**src/mip_pkg.sv**
```systemverilog
// Constants and types shared by the interrupt priority and standby unit
package mip_pkg;

    // Vector table geometry
    localparam int VEC_COUNT = 10;
    localparam int VEC_ADDR_W = 17;
    localparam logic [16:0] VEC_BASE_ADDR = 17'h0_0003;
    localparam logic [16:0] VEC_STRIDE = 17'h0_0008;
    localparam logic [16:0] VEC_LAST_ADDR = 17'h0_004B;

    // Vector indices (0 based, vector number minus one)
    localparam int VEC_EXT_ZERO = 0;
    localparam int VEC_EXT_ONE = 1;
    localparam int VEC_SHARED_A = 2;
    localparam int VEC_SHARED_B = 3;
    localparam int VEC_TIMER_HIGH = 4;
    localparam int VEC_TIMER_ONE = 5;
    localparam int VEC_SERIAL_RX = 6;
    localparam int VEC_SERIAL_TX = 7;
    localparam int VEC_CONVERTER = 8;
    localparam int VEC_PORT_ZERO = 9;

    // Vectors that may take the highest level
    localparam int VEC_TOP_CAPABLE = 2;

    // Request source count
    localparam int SRC_COUNT = 32;

    // External pin inputs
    localparam int EXT_COUNT = 8;

    // Reset values
    localparam logic [16:0] VEC_ADDR_RESET = 17'h0_0000;
    localparam logic [1:0] SYNC_RESET = 2'h0;
    localparam logic [7:0] EXT_SYNC_RESET = 8'h00;

    // Priority levels, ordered so a larger code outranks a smaller one
    typedef enum logic [1:0] {
        MIP_LVL_NONE = 2'h0,
        MIP_LVL_LOW = 2'h1,
        MIP_LVL_HIGH = 2'h2,
        MIP_LVL_TOP = 2'h3
    } mip_level_e;

    // Standby modes
    typedef enum logic [1:0] {
        MIP_RUN,
        MIP_HALT,
        MIP_HOLD,
        MIP_XHOLD
    } mip_mode_e;

endpackage

```
**src/mip_interrupt_unit.sv**
```systemverilog
// Interrupt priority, vectoring and standby wake unit
//
// What this block does
// - Three levels ranked top over high over low decide every arbitration.
// - Only vectors 00003H and 0000BH may be top level; others high or low.
// - A request at or below the level in service is not accepted.
// - Among pending vectors the highest level wins.
// - Equal levels: the smallest vector address wins.
// - Sources merge onto ten vectors from 00003H, eight bytes apart, to 0004BH.
// - Vector 00013H: external two, four, timer zero low, timer A low, infrared.
// - Vector 0001BH: external three, five and both base timer sources.
// - Vector 00023H: timer zero high, external six, timer A high.
// - Vector 0002BH: timer one low and high, external seven, two-wire serial.
// - Vector 00033H: synchronous serial A and both asynchronous receive events.
// - Vector 0003BH: serial B and both asynchronous transmit events.
// - 00043H: converter, timers six, seven; 0004BH: port 0, timers four, five, pulse width.
// - Halt ends on system reset or any accepted interrupt.
// - Stop ends on reset pin low or external 0,1,2,4,5 at set level.
// - A port 0 interrupt source also ends either stop state.
// - Crystal stop also ends on base timer or infrared receiver interrupt.
`timescale 1ns/1ps

module mip_interrupt_unit (
    // Clock and reset
    input wire logic clk_in,
    input wire logic rst_in,
    // Reset pin, active low, asynchronous to the clock
    input wire logic rst_pin_n_in,
    // External interrupt pins and their active level (1 = high)
    input wire logic [7:0] ext_irq_in,
    input wire logic [7:0] ext_active_high_in,
    // Peripheral request flags, same clock
    input wire logic timer_zero_low_evt_in,
    input wire logic timer_zero_high_evt_in,
    input wire logic timer_a_low_evt_in,
    input wire logic timer_a_high_evt_in,
    input wire logic infrared_rx_evt_in,
    input wire logic base_timer_zero_evt_in,
    input wire logic base_timer_one_evt_in,
    input wire logic timer_one_low_evt_in,
    input wire logic timer_one_high_evt_in,
    input wire logic twowire_master_serial_in,
    input wire logic sync_serial_a_in,
    input wire logic uart_one_rx_in,
    input wire logic uart_two_rx_in,
    input wire logic sync_async_serial_b_in,
    input wire logic uart_one_tx_in,
    input wire logic uart_two_tx_in,
    input wire logic converter_evt_in,
    input wire logic timer_six_evt_in,
    input wire logic timer_seven_evt_in,
    input wire logic port_zero_evt_in,
    input wire logic timer_four_evt_in,
    input wire logic timer_five_evt_in,
    input wire logic pwm_pair_evt_in,
    input wire logic remote_pulse_width_evt_in,
    // Per-vector configuration
    input wire logic [9:0] vec_enable_in,
    input wire logic [9:0] vec_level_up_in,
    // Core sequencer side
    input wire logic [1:0] svc_level_in,
    input wire logic halt_enter_in,
    input wire logic hold_enter_in,
    input wire logic xhold_enter_in,
    // Request to the core
    output logic req_valid_out,
    output logic [16:0] req_vector_out,
    output logic [1:0] req_level_out,
    // Standby state to the core and clock control
    output logic halt_out,
    output logic hold_out,
    output logic xhold_out,
    output logic wake_out
);

    // Address of a vector by index
    function automatic logic [16:0] vec_addr(input logic [3:0] idx);
        logic [16:0] off;
        off = {13'h0_000, idx} << 3;
        return mip_pkg::VEC_BASE_ADDR + off;
    endfunction

    // Level configured for a vector; only the first two may reach top
    function automatic logic [1:0] vec_level(input int idx, input logic up);
        logic [1:0] lvl;
        lvl = mip_pkg::MIP_LVL_LOW;
        if (up && idx < mip_pkg::VEC_TOP_CAPABLE) begin
            lvl = mip_pkg::MIP_LVL_TOP;
        end else if (up) begin
            lvl = mip_pkg::MIP_LVL_HIGH;
        end
        return lvl;
    endfunction

    // Pin synchronisers
    logic [7:0] ext_meta;
    logic [7:0] ext_sync;
    logic rst_pin_meta;
    logic rst_pin_sync_n;

    always_ff @(posedge clk_in or posedge rst_in) begin
        if (rst_in) begin
            ext_meta <= mip_pkg::EXT_SYNC_RESET;
            ext_sync <= mip_pkg::EXT_SYNC_RESET;
        end else begin
            ext_meta <= ext_irq_in;
            ext_sync <= ext_meta;
        end
    end

    always_ff @(posedge clk_in or posedge rst_in) begin
        if (rst_in) begin
            rst_pin_meta <= 1'b1;
            rst_pin_sync_n <= 1'b1;
        end else begin
            rst_pin_meta <= rst_pin_n_in;
            rst_pin_sync_n <= rst_pin_meta;
        end
    end

    // Masks pins until both stages hold pin values; reset zeros look like active-low requests
    logic [1:0] sync_fill;

    always_ff @(posedge clk_in or posedge rst_in) begin
        if (rst_in) begin
            sync_fill <= mip_pkg::SYNC_RESET;
        end else begin
            sync_fill <= {sync_fill[0], 1'b1};
        end
    end

    // External pin at its configured level
    logic [7:0] ext_act;
    assign ext_act = (ext_sync ~^ ext_active_high_in)
        & {8{sync_fill[1]}};

    // Sources merged onto vectors
    logic [9:0] vec_raw;
    always_comb begin
        vec_raw = 10'h000;
        vec_raw[mip_pkg::VEC_EXT_ZERO] = ext_act[0];
        vec_raw[mip_pkg::VEC_EXT_ONE] = ext_act[1];
        vec_raw[mip_pkg::VEC_SHARED_A] = ext_act[2] | ext_act[4] | timer_zero_low_evt_in
            | timer_a_low_evt_in | infrared_rx_evt_in;
        vec_raw[mip_pkg::VEC_SHARED_B] = ext_act[3] | ext_act[5] | base_timer_zero_evt_in
            | base_timer_one_evt_in;
        vec_raw[mip_pkg::VEC_TIMER_HIGH] = timer_zero_high_evt_in | ext_act[6]
            | timer_a_high_evt_in;
        vec_raw[mip_pkg::VEC_TIMER_ONE] = timer_one_low_evt_in | timer_one_high_evt_in
            | ext_act[7] | twowire_master_serial_in;
        vec_raw[mip_pkg::VEC_SERIAL_RX] = sync_serial_a_in | uart_one_rx_in
            | uart_two_rx_in;
        vec_raw[mip_pkg::VEC_SERIAL_TX] = sync_async_serial_b_in | uart_one_tx_in
            | uart_two_tx_in;
        vec_raw[mip_pkg::VEC_CONVERTER] = converter_evt_in | timer_six_evt_in
            | timer_seven_evt_in;
        vec_raw[mip_pkg::VEC_PORT_ZERO] = port_zero_evt_in | timer_four_evt_in
            | timer_five_evt_in | pwm_pair_evt_in | remote_pulse_width_evt_in;
    end

    logic [9:0] vec_pend;
    assign vec_pend = vec_raw & vec_enable_in;

    // Arbitration: strictly greater keeps the earlier, smaller address on a tie
    logic [1:0] win_level;
    logic [3:0] win_idx;
    always_comb begin
        logic [1:0] lvl;
        lvl = mip_pkg::MIP_LVL_NONE;
        win_level = mip_pkg::MIP_LVL_NONE;
        win_idx = 4'h0;
        for (int v = 0; v < mip_pkg::VEC_COUNT; v++) begin
            lvl = vec_level(v, vec_level_up_in[v]);
            if (vec_pend[v] && lvl > win_level) begin
                win_level = lvl;
                win_idx = 4'(v);
            end
        end
    end

    // Winner must outrank the level in service
    logic accept;
    assign accept = win_level > svc_level_in;

    // Request outputs to the core
    always_ff @(posedge clk_in or posedge rst_in) begin
        if (rst_in) begin
            req_valid_out <= 1'b0;
            req_vector_out <= mip_pkg::VEC_ADDR_RESET;
            req_level_out <= mip_pkg::MIP_LVL_NONE;
        end else begin
            req_valid_out <= accept;
            req_vector_out <= accept ? vec_addr(win_idx) : mip_pkg::VEC_ADDR_RESET;
            req_level_out <= accept ? win_level : mip_pkg::MIP_LVL_NONE;
        end
    end

    // Standby wake conditions
    logic stop_wake;
    logic xstop_wake;
    assign stop_wake = !rst_pin_sync_n | ext_act[0] | ext_act[1] | ext_act[2]
        | ext_act[4] | ext_act[5] | port_zero_evt_in;
    assign xstop_wake = stop_wake | base_timer_zero_evt_in | base_timer_one_evt_in
        | infrared_rx_evt_in;

    mip_pkg::mip_mode_e mode;
    mip_pkg::mip_mode_e next_mode;
    logic next_wake;

    always_comb begin
        next_mode = mode;
        next_wake = 1'b0;
        unique case (mode)
            mip_pkg::MIP_RUN: begin
                if (xhold_enter_in) begin
                    next_mode = mip_pkg::MIP_XHOLD;
                end else if (hold_enter_in) begin
                    next_mode = mip_pkg::MIP_HOLD;
                end else if (halt_enter_in) begin
                    next_mode = mip_pkg::MIP_HALT;
                end
            end
            mip_pkg::MIP_HALT: begin
                if (accept || !rst_pin_sync_n) begin
                    next_mode = mip_pkg::MIP_RUN;
                    next_wake = 1'b1;
                end
            end
            mip_pkg::MIP_HOLD: begin
                if (stop_wake) begin
                    next_mode = mip_pkg::MIP_RUN;
                    next_wake = 1'b1;
                end
            end
            mip_pkg::MIP_XHOLD: begin
                if (xstop_wake) begin
                    next_mode = mip_pkg::MIP_RUN;
                    next_wake = 1'b1;
                end
            end
        endcase
    end

    always_ff @(posedge clk_in or posedge rst_in) begin
        if (rst_in) begin
            mode <= mip_pkg::MIP_RUN;
            wake_out <= 1'b0;
            halt_out <= 1'b0;
            hold_out <= 1'b0;
            xhold_out <= 1'b0;
        end else begin
            mode <= next_mode;
            wake_out <= next_wake;
            halt_out <= next_mode == mip_pkg::MIP_HALT;
            hold_out <= next_mode == mip_pkg::MIP_HOLD;
            xhold_out <= next_mode == mip_pkg::MIP_XHOLD;
        end
    end

    // Checking helpers: a rival that should have beaten the presented winner
    logic rival_seen;
    always_comb begin
        logic [1:0] lvl;
        lvl = mip_pkg::MIP_LVL_NONE;
        rival_seen = 1'b0;
        for (int v = 0; v < mip_pkg::VEC_COUNT; v++) begin
            lvl = vec_level(v, vec_level_up_in[v]);
            if (vec_pend[v] && (lvl > win_level || (lvl == win_level && 4'(v) < win_idx))) begin
                rival_seen = 1'b1;
            end
        end
    end

    a_no_low_accept: assert property (@(posedge clk_in) disable iff (rst_in)
        req_valid_out |-> req_level_out > $past(svc_level_in))
        else $error("request presented at or below the level in service");

    a_accept_shown: assert property (@(posedge clk_in) disable iff (rst_in)
        (win_level > svc_level_in) |=> req_valid_out && req_level_out == $past(win_level))
        else $error("accepted winner not presented to the core");

    a_vector_grid: assert property (@(posedge clk_in) disable iff (rst_in)
        req_valid_out |-> req_vector_out >= mip_pkg::VEC_BASE_ADDR
            && req_vector_out <= mip_pkg::VEC_LAST_ADDR && req_vector_out[2:0] == 3'h3)
        else $error("vector address off the table");

    a_top_limited: assert property (@(posedge clk_in) disable iff (rst_in)
        req_valid_out && req_level_out == mip_pkg::MIP_LVL_TOP
            |-> req_vector_out <= 17'h0_000B)
        else $error("top level given to a vector that may not hold it");

    a_best_winner: assert property (@(posedge clk_in) disable iff (rst_in)
        win_level != mip_pkg::MIP_LVL_NONE |-> !rival_seen)
        else $error("a higher or smaller pending vector was passed over");

    a_share_infrared: assert property (@(posedge clk_in) disable iff (rst_in)
        infrared_rx_evt_in && vec_enable_in[mip_pkg::VEC_SHARED_A] |-> vec_pend[2])
        else $error("infrared receiver not routed to the third vector");

    a_share_base: assert property (@(posedge clk_in) disable iff (rst_in)
        base_timer_one_evt_in && vec_enable_in[mip_pkg::VEC_SHARED_B] |-> vec_pend[3])
        else $error("base timer not routed to the fourth vector");

    a_route_rest: assert property (@(posedge clk_in) disable iff (rst_in)
        (timer_a_high_evt_in && vec_enable_in[4] |-> vec_pend[4])
            and (twowire_master_serial_in && vec_enable_in[5] |-> vec_pend[5]))
        else $error("timer or two-wire source misrouted");

    a_route_serial: assert property (@(posedge clk_in) disable iff (rst_in)
        (uart_two_rx_in && vec_enable_in[6] |-> vec_pend[6])
            and (uart_two_tx_in && vec_enable_in[7] |-> vec_pend[7]))
        else $error("serial source misrouted");

    a_route_last: assert property (@(posedge clk_in) disable iff (rst_in)
        (timer_seven_evt_in && vec_enable_in[8] |-> vec_pend[8])
            and (remote_pulse_width_evt_in && vec_enable_in[9] |-> vec_pend[9]))
        else $error("converter or port vector source misrouted");

    a_halt_wakes: assert property (@(posedge clk_in) disable iff (rst_in)
        mode == mip_pkg::MIP_HALT && accept |=> !halt_out && wake_out ##1 !wake_out)
        else $error("halt not ended by an accepted interrupt");

    a_hold_wakes: assert property (@(posedge clk_in) disable iff (rst_in)
        mode == mip_pkg::MIP_HOLD && (ext_act[5] || port_zero_evt_in) |=> mode == mip_pkg::MIP_RUN)
        else $error("stop not ended by a pin or port 0 source");

    a_hold_stays: assert property (@(posedge clk_in) disable iff (rst_in)
        mode == mip_pkg::MIP_HOLD && !stop_wake |=> hold_out && !wake_out)
        else $error("stop ended without a wake source");

    a_xhold_wakes: assert property (@(posedge clk_in) disable iff (rst_in)
        mode == mip_pkg::MIP_XHOLD && (base_timer_zero_evt_in || infrared_rx_evt_in)
            |=> !xhold_out && wake_out)
        else $error("crystal stop not ended by base timer or infrared source");

    a_refused_quiet: assert property (@(posedge clk_in) disable iff (rst_in)
        (win_level <= svc_level_in) |=> !req_valid_out && req_vector_out == 17'h0_0000)
        else $error("refused winner still presented to the core");

    a_wake_single: assert property (@(posedge clk_in) disable iff (rst_in)
        wake_out |=> !wake_out)
        else $error("wake pulse longer than one cycle");

    a_mode_single: assert property (@(posedge clk_in) disable iff (rst_in)
        $onehot0({halt_out, hold_out, xhold_out}))
        else $error("more than one standby mode shown at once");

endmodule // mip_interrupt_unit

```
**config.mk**
```make
export PLATFORM = sky130hd
export DESIGN_NAME = mip_interrupt_unit
export DESIGN_NICKNAME = d
export VERILOG_FILES = /design/src/mip_pkg.sv /design/src/mip_interrupt_unit.sv
export SDC_FILE = /design/constraint.sdc
export NUM_CORES = 1
export LEC_CHECK = 0
export BUFFER_PORTS_ARGS = -buffer_cell sky130_fd_sc_hd__clkbuf_2
export CAP_MARGIN = 15
export CORE_MARGIN = 3
export CORE_UTILIZATION = 53
export CTS_BUF_LIST = sky130_fd_sc_hd__clkbuf_4 sky130_fd_sc_hd__clkbuf_8
export DETAILED_ROUTE_END_ITERATION = 10
export PLACE_DENSITY = 0.93
export SYNTH_ARGS = -nofsm -noshare
export SYNTH_HDL_FRONTEND = slang
export SYNTH_SLANG_ARGS = --single-unit
```
**constraint.sdc**
```tcl
create_clock -name clk_in -period 16.87 [get_ports clk_in]
set_input_delay 0.8435 -clock clk_in [delete_from_list [all_inputs] [get_ports clk_in]]
set_output_delay 0.8435 -clock clk_in [all_outputs]
set_load 0.005 [all_outputs]
```
==> results of run 1 <==
-- worst max-delay path: cells and delay by family --
family                     cells  cell delay [ps]
and+or+nand+nor               21             2810
adders and majority gates      9             2530
AOI/OAI and AO/OA             21             5250
buffers and inverters          3              400
xor gates and xnor gates       1              300
-- cell type report --
class | instances | share of cell area (%)
Clock buffer | 7 | 3.66
Timing Repair Buffer | 81 | 15.5
Sequential cell | 33 | 31.5
Tap cell | 48 | 2.28
Inverter | 6 | 0.856
Multi-Input combinational cell | 179 | 46.0
Clock inverter | 1 | 0.190
-- logic make-up after synthesis --
family                     Yosys count
adders and majority gates           14
xor gates and xnor gates             8
muxes                                1
other                                2
DFF                                 33
AOI/OAI and AO/OA                   65
buffers and inverters               21
and+or+nand+nor                     79
-- routing by layer --
| metal | GRT usage, % | up-vias |
|---|---|---|
| met5 | 0 | - |
| met4 | 6.07 | 0 |
| met3 | 6.09 | 12 |
| met2 | 38.3 | 71 |
| met1 | 24.0 | 924 |
| li1 | - | 968 |
-- final timing paths --
check,endpoint,startpoint,cells past startpoint
worst max register to register,req_vector_out[3],ext_sync[0],54
max in group asynchronous,rst_pin_sync_n,rst_in,3
worst min register to register,ext_sync[3],ext_meta[3],0
min in group asynchronous,mode[0],rst_in,3
worst min-delay path,ext_sync[3],ext_meta[3],0
worst max-delay path,req_vector_out[3],ext_active_high_in[0],55
-- state kept, by name, summed over array words and instances, names as in the netlist --
register        flops
hold_out            1
req_vector_out      5
rst_pin_sync_n      1
xhold_out           1
req_level_out       2
mode                2
ext_meta            8
rst_pin_meta        1
sync_fill           2
ext_sync            8
wake_out            1
halt_out            1
-- cells in the mapped netlist (3+ instances only) --
cell type / instances / area share, %
o31ai_1: 3 / 1.1
a211oi_1: 4 / 1.4
nor2_1: 19 / 3.3
o21ai_0: 16 / 3.8
buf_4: 13 / 4.6
a31oi_1: 3 / 0.88
and3_1: 5 / 1.5
nand3_1: 6 / 1.4
o22ai_1: 3 / 0.88
nand2_1: 19 / 3.3
xnor2_1: 8 / 3.3
ha_1: 13 / 7.6
a21oi_1: 7 / 1.6
nor3_1: 3 / 0.70
inv_1: 6 / 1.1
nor2b_1: 8 / 2.3
o21a_1: 3 / 1.1
dfrtp_1: 31 / 36
and2_1: 7 / 2.1
-- power by group through the flow --
stage               Combinational, mW  Clock (mW)  Sequential (mW)
floorplan                      0.0711           0            0.104
global placement                0.100           0            0.104
detailed placement              0.105           0            0.105
CTS                             0.106      0.0646            0.104
global route                    0.118      0.0689            0.105
finish                          0.106      0.0635            0.104
-- stage by stage --
step / power, mW / hold WS [ps] / std cells / cell area, um2 / setup WS [ps]
after global routing: 0.292 / 357 / 355 / 2630 / 3860
after floorplan: 0.175 / 331 / 233 / 2170 / 6360
final: 0.273 / 350 / 355 / 2630 / 4890
after detailed placement: 0.210 / 340 / 347 / 2530 / 4740
after global placement: 0.205 / 331 / 347 / 2530 / 5240
after CTS: 0.274 / 353 / 355 / 2630 / 4950
==> impl_metrics.env, run 1 <==
export IMPL_synth_compound_area_share_pct=24.0
export IMPL_setup_viol=0
export IMPL_worst_slew_pin_slew_ps=705
export IMPL_layout_min_cycle_time_ps=11980
export IMPL_hold_path_class="reg -> reg"
export IMPL_ys_seq_area_share_pct=38.8
export IMPL_drive_gt1_share_pct=33.6
export IMPL_worstSetupPathType="in -> reg"
export IMPL_maxClockFrequency_mhz=83.4
export IMPL_clk_latency_ps=280
export IMPL_start_kind="primary input"
export IMPL_holdBufCountCts=0
export IMPL_hold_violations=0
export IMPL_drt_met1_wl_um=2040
export IMPL_cts_setup_buffers=0
export IMPL_grt_remaining_overflow=0
export IMPL_cts_tree="built"
export IMPL_place_congestion=0.879
export IMPL_syn_area_um2=2130
export IMPL_dieArea_um2=4820
export IMPL_cp_required_ps=17040
export IMPL_grt_usage_pct=21.2
export IMPL_cp_slowest_cell="a21oi_1"
export IMPL_clock_path_buffers=2
export IMPL_path_clk_slew_ps=70
export IMPL_io_pins=92
export IMPL_cts_sinks=33
export IMPL_layout_commonest_cell="clkbuf_2"
export IMPL_final_util_pct=69.7
export IMPL_switchingPower_mw=0.0938
export IMPL_ys_warn_count=0
export IMPL_multi_input_area_um2=1210
export IMPL_wl_per_cell_um=14.4
export IMPL_slew_violations=0
export IMPL_routed_wl_met3_um=342
export IMPL_nets=387
export IMPL_crit_top_cell="ha_1"
export IMPL_endpoint_kind="flop"
export IMPL_cts_root_buf="clkbuf_8"
export IMPL_dr_total_vias=1975
export IMPL_ys_flop_type="dfrtp_1"
export IMPL_muxShareOfSynthArea_pct=0.469
export IMPL_outcome="completed"
export IMPL_grt_pass1_vias=1983
export IMPL_synth_xor_area_share_pct=3.28
export IMPL_ys_types=59
export IMPL_die_h_um=69.4
export IMPL_synth_seq_cells=33
export IMPL_portBuffers=80
export IMPL_antenna_found_initial=0
export IMPL_mostFrequentLayoutCells="80 x clkbuf_2, 31 x dfrtp_1, 19 x nor2_1, 19 x nand2_1, 16 x o21ai_0"
export IMPL_grt_pass1_wl_um=8370
export IMPL_synth_cells=223
export IMPL_die_w_um=69.4
export IMPL_critical_path_arrival_ps=12150
export IMPL_dr_first_iter_drc_count=148
export IMPL_cts_buffers=5
export IMPL_synth_simple_area_share_pct=18.7
export IMPL_rsz0062_at_grt="false"
export IMPL_rows=22
export IMPL_relSlewSlack_pct=52.4
export IMPL_cap_violations=0
export IMPL_slowest_delay_ps=530
export IMPL_r2r_setup_slack_ps=5170
export IMPL_power_density_nw_per_um2=104
export IMPL_start_util_pct=56.6
export IMPL_dr_pass1_iters=4
export IMPL_ant_nets=0
export IMPL_yosys_area_share_adder_pct=8.09
export IMPL_top_layer_used="met4"
export IMPL_drc=0
export IMPL_comb_power_share_pct=38.7
export IMPL_period_share_pct=71.0
export IMPL_cts_resized=0
export IMPL_synth_top_family_by_area="compound AO/OA/AOI/OAI gates"
export IMPL_ir_drop_mv=0.0895
export IMPL_core_area_um2=3770
export IMPL_register_area_um2=828
export IMPL_cp_max_fo=7
export IMPL_p_sw_share_pct=34.4
export IMPL_syn_to_final_growth_pct=23.3
export IMPL_leakage_nw=1.32
export IMPL_fin_skew_ps=7.49
export IMPL_async_flop_share_pct=100
export IMPL_htreeDepth=2
export IMPL_grt_max_degree=34
export IMPL_synth_edf_count=0
export IMPL_p_seq_share_pct=38.1
export IMPL_internal_power_mw=0.179
export IMPL_wl_um=5110
export IMPL_routed_via_density=5.56
export IMPL_clockPowerShare_pct=23.2
export IMPL_fill_cells=276
export IMPL_dr_wl_met2_um=2640
export IMPL_dpl_hpwl_um=4180
export IMPL_avgSynthCellArea_um2=9.57
export IMPL_tns_ps=0
export IMPL_num_antenna_cells=0
No activity file was read; power rests on OpenSTA's default activity.
==> run 2, diff against run 1 <==
--- a/config.mk
+++ b/config.mk
@@ -8,10 +8,10 @@
 export BUFFER_PORTS_ARGS = -buffer_cell sky130_fd_sc_hd__clkbuf_2
 export CAP_MARGIN = 15
 export CORE_MARGIN = 3
-export CORE_UTILIZATION = 53
+export CORE_UTILIZATION = 49
 export CTS_BUF_LIST = sky130_fd_sc_hd__clkbuf_4 sky130_fd_sc_hd__clkbuf_8
 export DETAILED_ROUTE_END_ITERATION = 10
-export PLACE_DENSITY = 0.93
+export PLACE_DENSITY = 0.87
 export SYNTH_ARGS = -nofsm -noshare
 export SYNTH_HDL_FRONTEND = slang
 export SYNTH_SLANG_ARGS = --single-unit
==> constraint.sdc (replaced) <==
create_clock -name clk_in -period 11.9 [get_ports clk_in]
set_input_delay 0.595 -clock clk_in [delete_from_list [all_inputs] [get_ports clk_in]]
set_output_delay 0.595 -clock clk_in [all_outputs]
set_load 0.005 [all_outputs]
==> impl_metrics.env, run 2 (synthesized netlist as in run 1, its figures left out) <==
export IMPL_syn_to_final_growth_pct=25.7
export IMPL_place_congestion=0.862
export IMPL_layout_min_cycle_time_ps=11020
export IMPL_place_ws_ps=-41.7
export IMPL_cp_startpoint="ext_active_high_in[0]"
export IMPL_wl_um=5150
export IMPL_holdBufCountCts=0
export IMPL_cts_buffers=5
export IMPL_dieArea_um2=5180
export IMPL_drive_gt1_share_pct=36.2
export IMPL_antenna_found_initial=0
export IMPL_worst_slew_pin_slew_ps=709
export IMPL_setup_viol=0
export IMPL_wl_per_cell_um=14.3
export IMPL_fill_cells=327
export IMPL_slew_violations=0
export IMPL_core_area_um2=4090
export IMPL_critical_path_arrival_ps=11180
export IMPL_ir_drop_mv=0.150
export IMPL_slowest_delay_ps=450
export IMPL_routed_via_density=5.55
export IMPL_outcome="completed"
export IMPL_dr_pass1_iters=4
export IMPL_cts_root_buf="clkbuf_8"
export IMPL_path_clk_slew_ps=60
export IMPL_fin_skew_ps=7.10
export IMPL_fin_ws_ps=881
export IMPL_hold_violations=0
export IMPL_leakage_nw=1.33
export IMPL_num_antenna_cells=0
export IMPL_drc=0
export IMPL_rsz0062_at_grt="false"
export IMPL_htreeDepth=2
export IMPL_layout_commonest_cell="clkbuf_2"
export IMPL_period_share_pct=92.6
export IMPL_power_density_nw_per_um2=145
export IMPL_grt_max_degree=34
export IMPL_cp_max_fo=7
export IMPL_cp_required_ps=12060
export IMPL_dpl_hpwl_um=4140
export IMPL_worstSetupPathType="in -> reg"
export IMPL_cp_slowest_cell="a221o_2"
export IMPL_hold_path_class="reg -> reg"
export IMPL_reg2reg_from="ext_sync[0]"
export IMPL_nets=389
export IMPL_rows=23
export IMPL_grt_remaining_overflow=0
export IMPL_grt_pass1_wl_um=8120
export IMPL_maxClockFrequency_mhz=90.8
export IMPL_crit_top_cell="ha_1"
export IMPL_clock_path_buffers=2
export IMPL_reg_top3="ext_meta x8, ext_sync x8, req_vector_out x5"
export IMPL_mostFrequentLayoutCells="80 x clkbuf_2, 31 x dfrtp_1, 19 x nand2_1"
export IMPL_cts_sinks=33
export IMPL_cts_tree="built"
export IMPL_relSlewSlack_pct=52.1
export IMPL_ant_nets=0
export IMPL_portBuffers=80
export IMPL_hp_start="ext_meta[4]"
export IMPL_cap_violations=0
export IMPL_grt_pass1_vias=1882
export IMPL_clk_latency_ps=280
export IMPL_dr_total_vias=1992
export IMPL_dr_first_iter_drc_count=166
export IMPL_final_util_pct=65.6
export IMPL_io_pins=92
export IMPL_start_util_pct=52.2
export IMPL_grt_usage_pct=19.9
export IMPL_start_kind="primary input"
export IMPL_die_w_um=72.0
export IMPL_die_h_um=72.0
export IMPL_endpoint_kind="flop"
==> run 2: path summary, 6_finish.rpt <==
check,slack [ps],depth (start not counted),end
max reg2reg,930,57,req_vector_out[3]
min in group asynchronous,370,3,xhold_out
max,880,58,req_vector_out[3]
max in group asynchronous,11210,3,rst_pin_sync_n
min,340,0,ext_sync[4]
min reg2reg,340,0,ext_sync[4]
==> run 2: final cells by class <==
class	instances	area [um2]	share of cell area (%)
clock buffer	8	91.3	3.41
timing repair buffer	83	423	15.8
inverter	6	22.5	0.840
tap	50	62.6	2.33
sequential	33	828	30.9
multi-input combinational	179	1250	46.8
==> run 2: critical path: cells and delay by family <==
kind	cells	cell delay (ps)
AOI/OAI and AO/OA	20	4090
buffers and inverters	3	370
and+or+nand+nor	24	3090
adders and majority gates	10	2790
xor gates and xnor gates	1	220
==> run 2: through the flow <==
| step | TNS [ps] | hold slack [ps] | instance area, um2 | instances | total power [mW] |
|---|---|---|---|---|---|
| floorplan | 0 | 331 | 2170 | 233 | 0.249 |
| global placement | 0 | 332 | 2530 | 349 | 0.291 |
| detailed placement | -162 | 335 | 2530 | 349 | 0.300 |
| CTS | 0 | 349 | 2620 | 357 | 0.385 |
| global route | 0 | 350 | 2680 | 359 | 0.421 |
| finish | 0 | 343 | 2680 | 359 | 0.390 |
==> run 2: metal layers <==
layer  track usage, %  vias up  part of all wire (%)
met4             8.77        0                   2.5
met1             23.4      922                    39
met3             5.12       16                   6.9
li1                 -      971                     -
met5                0        -                     0
met2             34.2       83                    51
==> run 2: timing repair <==
action,in CTS,in global routing
endpoints found under the setup margin,0,12
buffers inserted,0,2
gates resized for setup,0,9
==> run 2: power by group <==
part | total [mW] | internal, mW | switching [mW]
Clock | 0.0834 | 0.0483 | 0.0351
Combinational | 0.159 | 0.0710 | 0.0879
Sequential | 0.148 | 0.135 | 0.0124
